**config.mk**
```make
export PLATFORM = sky130hd
export DESIGN_NAME = status_byte_service_request
export DESIGN_NICKNAME = d
export VERILOG_FILES = /design/src/include/status_pkg.sv /design/src/hw/status_byte_service_request.sv /design/src/hw/sticky_flags.sv
export SDC_FILE = /design/constraint.sdc
export NUM_CORES = 1
export LEC_CHECK = 0
export ABC_AREA = 1
export BUFFER_PORTS_ARGS = -buffer_cell sky130_fd_sc_hd__buf_2
export CAP_MARGIN = 20
export CELL_PAD_IN_SITES_DETAIL_PLACEMENT = 2
export CELL_PAD_IN_SITES_GLOBAL_PLACEMENT = 2
export CORE_MARGIN = 1.5
export CORE_UTILIZATION = 25
export CTS_BUF_LIST = sky130_fd_sc_hd__clkbuf_8
export CTS_CLUSTER_SIZE = 24
export DETAILED_ROUTE_END_ITERATION = 6
export PLACE_DENSITY = 0.74
export SYNTH_ARGS = -nofsm -noshare
export SYNTH_HDL_FRONTEND = slang
export SYNTH_SLANG_ARGS = --single-unit
```
**constraint.sdc**
```tcl
create_clock -name clock_in -period 0.86 [get_ports clock_in]
set_input_delay 0.043 -clock clock_in [delete_from_list [all_inputs] [get_ports clock_in]]
set_output_delay 0.043 -clock clock_in [all_outputs]
set_load 0.05 [all_outputs]
```
**src/include/status_pkg.sv**
```systemverilog
/*
  Constants, commands and carriers shared by the status byte and
  service request block.
  Assumes a single 40 MHz system clock and a synchronous reset.
*/
package status_pkg;

  // ----------------------------------------------------------------
  // Widths and bit positions
  // ----------------------------------------------------------------
  localparam int BYTE_W = 8;
  localparam int ERROR_CODE_W = 16;
  localparam int STB_ERROR_QUEUE = 2;
  localparam int STB_QUESTIONABLE = 3;
  localparam int STB_OUTPUT_PENDING = 4;
  localparam int STB_EVENT_SUMMARY = 5;
  localparam int STB_MAIN_SUMMARY = 6;
  localparam int STB_OPERATION = 7;
  localparam int EVT_OPERATION_COMPLETE = 0;
  localparam int EVT_QUERY_ERROR = 2;
  localparam int EVT_DEVICE_ERROR = 3;
  localparam int EVT_EXECUTION_ERROR = 4;
  localparam int EVT_COMMAND_ERROR = 5;
  localparam int EVT_USER_REQUEST = 6;
  localparam int EVT_POWER_ON = 7;

  // ----------------------------------------------------------------
  // Masks and reset values
  // ----------------------------------------------------------------
  localparam logic [7:0] REQUEST_SOURCE_MASK = 8'hbf;
  localparam logic [7:0] STATUS_RESET = 8'h00;
  localparam logic [7:0] SRQ_MASK_RESET = 8'h00;
  localparam logic [7:0] EVENT_MASK_RESET = 8'h00;
  localparam logic [7:0] EVENT_LATCH_RESET = 8'h80;

  // Error numbers queued for each error class (two's complement)
  localparam logic [15:0] DEVICE_ERROR_CODE = 16'hfed4;
  localparam logic [15:0] EXECUTION_ERROR_CODE = 16'hff38;
  localparam logic [15:0] COMMAND_ERROR_CODE = 16'hff9c;

  // ----------------------------------------------------------------
  // Commands and carriers
  // ----------------------------------------------------------------
  typedef enum logic [3:0] {
    OP_NONE = 4'h0,
    OP_QUERY_STATUS = 4'h1,
    OP_SERIAL_POLL = 4'h2,
    OP_SET_SRQ_MASK = 4'h3,
    OP_QUERY_SRQ_MASK = 4'h4,
    OP_QUERY_EVENT_LATCH = 4'h5,
    OP_SET_EVENT_MASK = 4'h6,
    OP_QUERY_EVENT_MASK = 4'h7,
    OP_OPERATION_COMPLETE = 4'h8
  } command_e;

  typedef struct packed {
    logic valid;
    command_e op;
    logic [7:0] data;
  } command_s;

  typedef struct packed {
    logic valid;
    logic [7:0] data;
  } answer_s;

  typedef struct packed {
    logic valid;
    logic [15:0] code;
  } error_entry_s;

endpackage

```
**src/hw/status_byte_service_request.sv**
```systemverilog
/*
  Top of the status reporting tree: status summary byte, service
  request mask, standard event latch and its mask, service request.
  Assumes commands arrive already decoded, one per cycle, and that
  the lower registers deliver their summary bits as levels.
*/
// Summary of operation
// - Status byte readable by status query and by serial poll
// - Each status bit has a request mask bit; mask bit 6 ignored
// - Masked status bit rising raises a service request
// - Request mask written by its set command, echoed by its query
// - Status bit 2 set whenever an error queue entry is added
// - Enabled error bit: every new error entry requests service
// - Status bit 3 set while masked questionable event is present
// - Status bit 4 set while a response message waits
// - Status bit 5 is OR of event latch ANDed with event mask
// - Status bit 6 set when another masked status bit is set
// - Status bit 7 set while masked operation event is present
// - Event latch is an event part, read by its own query
// - Masked event latch bit rising sets the event summary bit
// - Event mask written by its set command, echoed by its query
// - Completion bit 0 set once all earlier commands finished
// - Bit 2 on read without query or command before fetch
// - Device error sets bit 3 and queues a -300 class error
// - Execution error sets bit 4 and queues a -200 class error
// - Command error sets bit 5 and queues a -100 class error
// - Bit 6 set on change over to local manual control
// - Bit 7 set at power up
// - Reading the event latch clears it
module status_byte_service_request (
  input wire logic clock_in, // System clock, 40 MHz
  input wire logic reset_in, // Synchronous power-on reset
  input wire status_pkg::command_s command_in, // Decoded command
  input wire logic error_queue_add_in, // Entry added elsewhere
  input wire logic error_queue_not_empty_in, // Queue holds entries
  input wire logic questionable_summary_in, // Lower sum bit
  input wire logic operation_summary_in, // Lower sum bit
  input wire logic output_message_pending_in, // Response waiting
  input wire logic prior_commands_done_in, // Nothing executing
  input wire logic controller_read_in, // Controller read attempt
  input wire logic command_received_in, // New command arrived
  input wire logic device_error_in, // Device-dependent error
  input wire logic execution_error_in, // Command not executable
  input wire logic command_error_in, // Undefined or malformed
  input wire logic local_control_in, // Switched to local control
  output status_pkg::answer_s answer_out, // Query answer
  output status_pkg::error_entry_s error_entry_out, // Queue push
  output logic service_request_out, // Service request pending
  output logic main_request_summary_out, // Status bit 6 copy
  output logic event_summary_bit_out // Status bit 5 copy
);
  import status_pkg::*;

  // ----------------------------------------------------------------
  // Declarations
  // ----------------------------------------------------------------
  logic [7:0] srq_mask;
  logic [7:0] event_mask;
  logic [7:0] event_latch;
  logic [7:0] status_byte;
  logic [7:0] prev_base;
  logic [7:0] base;
  logic [7:0] rise;
  logic [7:0] event_set;
  logic [0:0] request_q;
  logic main_request_summary;
  logic entry_added;
  logic query_error;
  logic request_set;
  logic latch_read;
  logic poll_read;
  logic completion_wait;
  error_entry_s next_error;
  answer_s next_answer;

  // ----------------------------------------------------------------
  // Command decode
  // ----------------------------------------------------------------
  // Event latch query carries the clear side effect
  assign latch_read = command_in.valid
    && command_in.op == OP_QUERY_EVENT_LATCH;
  assign poll_read = command_in.valid
    && command_in.op == OP_SERIAL_POLL;

  // ----------------------------------------------------------------
  // Error classification
  // ----------------------------------------------------------------
  // One queue push per cycle; the most basic error class wins
  always_comb begin
    next_error = '0;
    if (command_error_in) begin
      next_error.valid = 1'b1;
      next_error.code = COMMAND_ERROR_CODE;
    end else if (execution_error_in) begin
      next_error.valid = 1'b1;
      next_error.code = EXECUTION_ERROR_CODE;
    end else if (device_error_in) begin
      next_error.valid = 1'b1;
      next_error.code = DEVICE_ERROR_CODE;
    end
  end

  // Queue push to the error queue
  always_ff @(posedge clock_in) begin
    if (reset_in) begin
      error_entry_out <= '0;
    end else begin
      error_entry_out <= next_error;
    end
  end

  // Our own pushes count as entries added as well
  assign entry_added = error_queue_add_in | next_error.valid;

  // Reading with nothing asked, or talking over an unread answer
  assign query_error =
    (controller_read_in && !output_message_pending_in)
    || (command_received_in && output_message_pending_in);

  // ----------------------------------------------------------------
  // Operation complete tracking
  // ----------------------------------------------------------------
  // Waits after the completion command until execution drains
  always_ff @(posedge clock_in) begin
    if (reset_in) begin
      completion_wait <= 1'b0;
    end else if (command_in.valid
        && command_in.op == OP_OPERATION_COMPLETE) begin
      completion_wait <= 1'b1;
    end else if (prior_commands_done_in) begin
      completion_wait <= 1'b0;
    end
  end

  // ----------------------------------------------------------------
  // Standard event latch
  // ----------------------------------------------------------------
  // Event sources; bit 1 has no source
  always_comb begin
    event_set = '0;
    event_set[EVT_OPERATION_COMPLETE] =
      completion_wait && prior_commands_done_in;
    event_set[EVT_QUERY_ERROR] = query_error;
    event_set[EVT_DEVICE_ERROR] = device_error_in;
    event_set[EVT_EXECUTION_ERROR] = execution_error_in;
    event_set[EVT_COMMAND_ERROR] = command_error_in;
    event_set[EVT_USER_REQUEST] = local_control_in;
  end

  // Power-on bit comes from the reset value of the latch
  sticky_flags #(
    .W(BYTE_W),
    .RESET_VALUE(EVENT_LATCH_RESET)
  ) event_latch_flags (
    .clock_in(clock_in),
    .reset_in(reset_in),
    .set_in(event_set),
    .clear_in(latch_read),
    .value_out(event_latch)
  );

  // ----------------------------------------------------------------
  // Mask registers
  // ----------------------------------------------------------------
  // Request mask keeps bit 6 so it echoes back unchanged
  always_ff @(posedge clock_in) begin
    if (reset_in) begin
      srq_mask <= SRQ_MASK_RESET;
    end else if (command_in.valid
        && command_in.op == OP_SET_SRQ_MASK) begin
      srq_mask <= command_in.data;
    end
  end

  // Event mask
  always_ff @(posedge clock_in) begin
    if (reset_in) begin
      event_mask <= EVENT_MASK_RESET;
    end else if (command_in.valid
        && command_in.op == OP_SET_EVENT_MASK) begin
      event_mask <= command_in.data;
    end
  end

  // ----------------------------------------------------------------
  // Status summary byte
  // ----------------------------------------------------------------
  // Summary sources; bits 0, 1 and 6 stay zero here
  always_comb begin
    base = '0;
    base[STB_ERROR_QUEUE] =
      error_queue_not_empty_in | entry_added;
    base[STB_QUESTIONABLE] = questionable_summary_in;
    base[STB_OUTPUT_PENDING] = output_message_pending_in;
    base[STB_EVENT_SUMMARY] = |(event_latch & event_mask);
    base[STB_OPERATION] = operation_summary_in;
  end

  // Main summary ignores the mask bit of its own position
  assign main_request_summary = |(base & srq_mask & REQUEST_SOURCE_MASK);

  // Registered byte; the bit 6 slot carries the main summary
  always_ff @(posedge clock_in) begin
    if (reset_in) begin
      status_byte <= STATUS_RESET;
      prev_base <= STATUS_RESET;
    end else begin
      status_byte <= base | {1'b0, main_request_summary, 6'h00};
      prev_base <= base;
    end
  end

  // Copies for the lower-level consumers
  always_ff @(posedge clock_in) begin
    if (reset_in) begin
      main_request_summary_out <= 1'b0;
      event_summary_bit_out <= 1'b0;
    end else begin
      main_request_summary_out <= main_request_summary;
      event_summary_bit_out <= base[STB_EVENT_SUMMARY];
    end
  end

  // ----------------------------------------------------------------
  // Service request
  // ----------------------------------------------------------------
  // A masked rising bit requests service; each new error entry
  // does too, even if the error bit was already high
  assign rise = base & ~prev_base & srq_mask
    & REQUEST_SOURCE_MASK;
  assign request_set = (|rise)
    || (entry_added && srq_mask[STB_ERROR_QUEUE]);

  // Pending request is cleared by a serial poll, set wins
  sticky_flags #(
    .W(1),
    .RESET_VALUE(1'b0)
  ) request_flag (
    .clock_in(clock_in),
    .reset_in(reset_in),
    .set_in(request_set),
    .clear_in(poll_read),
    .value_out(request_q)
  );

  assign service_request_out = request_q[0];

  // ----------------------------------------------------------------
  // Query answers
  // ----------------------------------------------------------------
  // Serial poll shows the pending request in bit 6 instead
  always_comb begin
    next_answer = '0;
    if (command_in.valid) begin
      next_answer.valid = 1'b1;
      unique case (command_in.op)
        OP_QUERY_STATUS: next_answer.data = status_byte;
        OP_SERIAL_POLL: next_answer.data =
          {status_byte[7], request_q[0], status_byte[5:0]};
        OP_QUERY_SRQ_MASK: next_answer.data = srq_mask;
        OP_QUERY_EVENT_LATCH: next_answer.data = event_latch;
        OP_QUERY_EVENT_MASK: next_answer.data = event_mask;
        default: next_answer.valid = 1'b0;
      endcase
    end
  end

  // Answer register
  always_ff @(posedge clock_in) begin
    if (reset_in) begin
      answer_out <= '0;
    end else begin
      answer_out <= next_answer;
    end
  end
endmodule

```
**src/hw/sticky_flags.sv**
```systemverilog
/*
  A row of sticky flags: set by hardware, cleared together by one
  clear strobe, a set in the clearing cycle wins.
  Assumes one clock and a synchronous active-high reset.
*/
module sticky_flags #(
  parameter int W = 8,
  parameter logic [W-1:0] RESET_VALUE = '0
) (
  input wire logic clock_in, // System clock
  input wire logic reset_in, // Synchronous reset
  input wire logic [W-1:0] set_in, // Per-bit set pulses
  input wire logic clear_in, // Clear all bits
  output logic [W-1:0] value_out // Held flags
);

  // ----------------------------------------------------------------
  // Storage
  // ----------------------------------------------------------------
  // Set beats clear so an event arriving during a read is not lost
  always_ff @(posedge clock_in) begin
    if (reset_in) begin
      value_out <= RESET_VALUE;
    end else if (clear_in) begin
      value_out <= set_in;
    end else begin
      value_out <= value_out | set_in;
    end
  end

endmodule

```
==> results.sh <==
export IMPL_run_status="complete, but fails checks"
export IMPL_violations="negative hold slack, negative setup slack"
export IMPL_path_buf_inv=1
export IMPL_drv_slew=0
export IMPL_rsz0062_at_grt="yes"
export IMPL_setup_ws_ns=-0.297
export IMPL_first_iter_violations=105
export IMPL_final_setup_skew_ns=0.00789
export IMPL_crit_chain="nand2_1, nand2_2, nor2_2, nand2_1, nand3_1, nand3_1, nand2_1, inv_1"
export IMPL_path_common_cell="nand2_1"
export IMPL_yosysSeqAreaShare_pct=47.9
export IMPL_min_from="command_in[4]"
export IMPL_ios=56
export IMPL_cts_buffer_depth=2
export IMPL_root_buffer="clkbuf_8"
export IMPL_grt_total_usage_pct=18.4
export IMPL_max_stage_delay_ns=0.34
export IMPL_worst_hold_slack_ns=-0.00331
export IMPL_via_per_inst=4.63
export IMPL_antenna_found_initial=0
export IMPL_clk_pin_slew_worst_paths_ns=0.08
export IMPL_cp_slowest_cell="dfxtp_2"
export IMPL_die_area_mm2=0.00806
export IMPL_grt_pass1_vias=2185
export IMPL_wl_per_cell_um=19.3
export IMPL_numCtsBuffers=5
export IMPL_avgSynthCellArea_um2=7.07
export IMPL_wirelength_um=8820
export IMPL_ys_types=21
export IMPL_grt_pass1_wl_um=11500
export IMPL_clk_latency_ns=0.30
export IMPL_fin_nets=387
export IMPL_num_antenna_cells=0
export IMPL_synth_seq_cells=45
export IMPL_cp_end_kind="flop"
export IMPL_finalCritPeriodShare_pct=135
export IMPL_cts_tree="built"
export IMPL_die_y_um=89.8
export IMPL_postRouteAntennaNets=0
export IMPL_drive_gt1_share_pct=49.6
export IMPL_dpl_cell_count=442
export IMPL_overflow=0
export IMPL_area_delta_synth_final_pct=67.8
export IMPL_cts_max_level=2
export IMPL_die_w_um=89.8
export IMPL_yosys_warnings=0
export IMPL_synthCells=266
export IMPL_hold_viol_final=2
export IMPL_gp_congestion=0.782
export IMPL_hold_path_class="input pin to flop"
export IMPL_min_period_ns=1.16
export IMPL_dp_hpwl_um=5210
export IMPL_clock_sinks=45
export IMPL_p_leak_nw=1.61
export IMPL_final_seq_area_um2=946
export IMPL_drc=0
export IMPL_vdd_drop_max_mv=0.632
export IMPL_critPathLaunch="event_latch_flags.value_out[7]"
export IMPL_critPathMaxFanout=2
export IMPL_r2r_start="event_latch_flags.value_out[7]"
export IMPL_setup_viol=16
export IMPL_finalNonFillerCells=458
export IMPL_syn_area_mm2=0.00188
export IMPL_grt_start_max_net_pins=20
export IMPL_initial_core_util_pct=25.9
export IMPL_drv_cap=0
export IMPL_fillers=828
export IMPL_power_density_mw_per_mm2=1400
export IMPL_crit_arrival_ns=1.35
export IMPL_crit_family="simple AND/OR/NAND/NOR gates"
export IMPL_start_kind="flop"
export IMPL_portBuffers=53
export IMPL_multi_input_area_um2=996
export IMPL_row_count=31
export IMPL_path_class="flop to flop"
export IMPL_cp_required_ns=1.05
export IMPL_first_pass_iters=4
export IMPL_fmax_ghz=0.864
export IMPL_core_mm2=0.00725
export IMPL_vias=2121
-- final timing paths --
kind	to	cells after the start	slack [ns]
max	request_flag.value_out	8	-0.30
min	srq_mask[4]	3	-0.003
max reg2reg	request_flag.value_out	8	-0.30
min reg2reg	answer_out[1]	2	0.48
-- synth_stat cells --
library cell / count / share of area (%)
nand2_1: 62 / 12
dfxtp_1: 45 / 48
clkbuf_1: 1 / 0.20
o21a_1: 1 / 0.40
nor3_1: 2 / 0.53
nor2_2: 3 / 1.0
nor2_4: 1 / 0.60
buf_2: 1 / 0.27
inv_2: 5 / 1.0
buf_1: 1 / 0.20
buf_4: 12 / 4.8
inv_1: 20 / 4.0
nand2_2: 2 / 0.66
nand4_2: 1 / 0.66
a21oi_1: 16 / 4.3
nand3_1: 14 / 3.7
nand4_1: 3 / 1.0
nor2_1: 57 / 11
conb_1: 1 / 0.20
o21ai_1: 16 / 4.3
a31oi_1: 2 / 0.66
-- report_power, final --
| group | leakage [nW] | internal [mW] | switching (mW) | total [mW] |
|---|---|---|---|---|
| Combinational | 1.19 | 0.384 | 0.571 | 0.955 |
| Sequential | 0.379 | 2.16 | 0.0655 | 2.22 |
| Clock | 0.0399 | 0.536 | 0.694 | 1.23 |
| Total | 1.61 | 3.08 | 1.33 | 4.41 |
-- per-layer routing --
| metal | wire [µm] | GRT usage [%] |
|---|---|---|
| met5 | 0 | 0 |
| met4 | 183 | 4.76 |
| met3 | 254 | 2.96 |
| met2 | 4620 | 33.8 |
| met1 | 3770 | 22.2 |
-- flip-flops by register name, summed over array words and instances, names as in the netlist --
signal / cells
answer_out: 9
completion_wait: 1
error_entry_out: 5
event_latch_flags.value_out: 7
event_mask: 8
prev_base: 5
request_flag.value_out: 1
srq_mask: 8
status_byte: 1
-- cells by family (layout without fill, tap and decap cells) --
kind of cell | after synthesis | count (layout) | synth area share [%]
and+or+nand+nor | 145 | 145 | 31.9
DFF | 45 | 45 | 47.9
buffers and inverters | 40 | 132 | 10.4
AOI/OAI and AO/OA | 35 | 35 | 9.57
other | 1 | 2 | 0.199
-- cell usage in the layout, fill, tap and decap left out, drive strengths merged --
| master | n |
|---|---|
| buf | 96 |
| nand2 | 64 |
| nor2 | 61 |
| dfxtp | 45 |
| inv | 25 |
| o21ai | 16 |
| a21oi | 16 |
| nand3 | 14 |
| clkbuf | 5 |
| dlygate4sd3 | 5 |
| nand4 | 4 |
| a31oi | 2 |
| nor3 | 2 |
| conb | 2 |
| o21a | 1 |
| clkinv | 1 |
-- worst reg2reg max path: cells and delay by family, from the launching register on --
| kind | cells | cell delay, ns |
|---|---|---|
| buf+inv | 1 | 0.05 |
| flops | 1 | 0.34 |
| simple gates | 7 | 0.66 |
-- per-stage QoR --
stage          setup slack, ns  utilization, %  instance area, µm²  TNS, ns  power [mW]
2_1_floorplan          -0.0378               -                1890  -0.0378        2.70
3_3_place_gp            -0.168            34.2                2480    -3.09        2.95
3_5_place_dp            -0.244            34.2                2480    -4.60        2.98
4_1_cts                 -0.136            39.6                2880    -1.22        4.30
5_1_grt                 -0.369            43.5                3160    -2.75        4.58
6_report                -0.297            43.5                3160    -1.89        4.41
-- final cells by class --
| cell class | count | share of cell area, % |
|---|---|---|
| Multi-Input combinational cell | 182 | 31.5 |
| Sequential cell | 45 | 30.0 |
| Timing Repair Buffer | 101 | 29.2 |
| Tap cell | 99 | 3.92 |
| Inverter | 25 | 3.05 |
| Clock buffer | 5 | 2.18 |
| Clock inverter | 1 | 0.159 |
-- repair_timing --
action                     4_1_cts  5_1_grt
pin swaps                       10       19
buffers inserted                 2        4
setup endpoints to repair       36       37
hold endpoints to repair         5        0
resized for setup               89       74
hold buffers                     5        0
(Power assumes the default switching activity.)
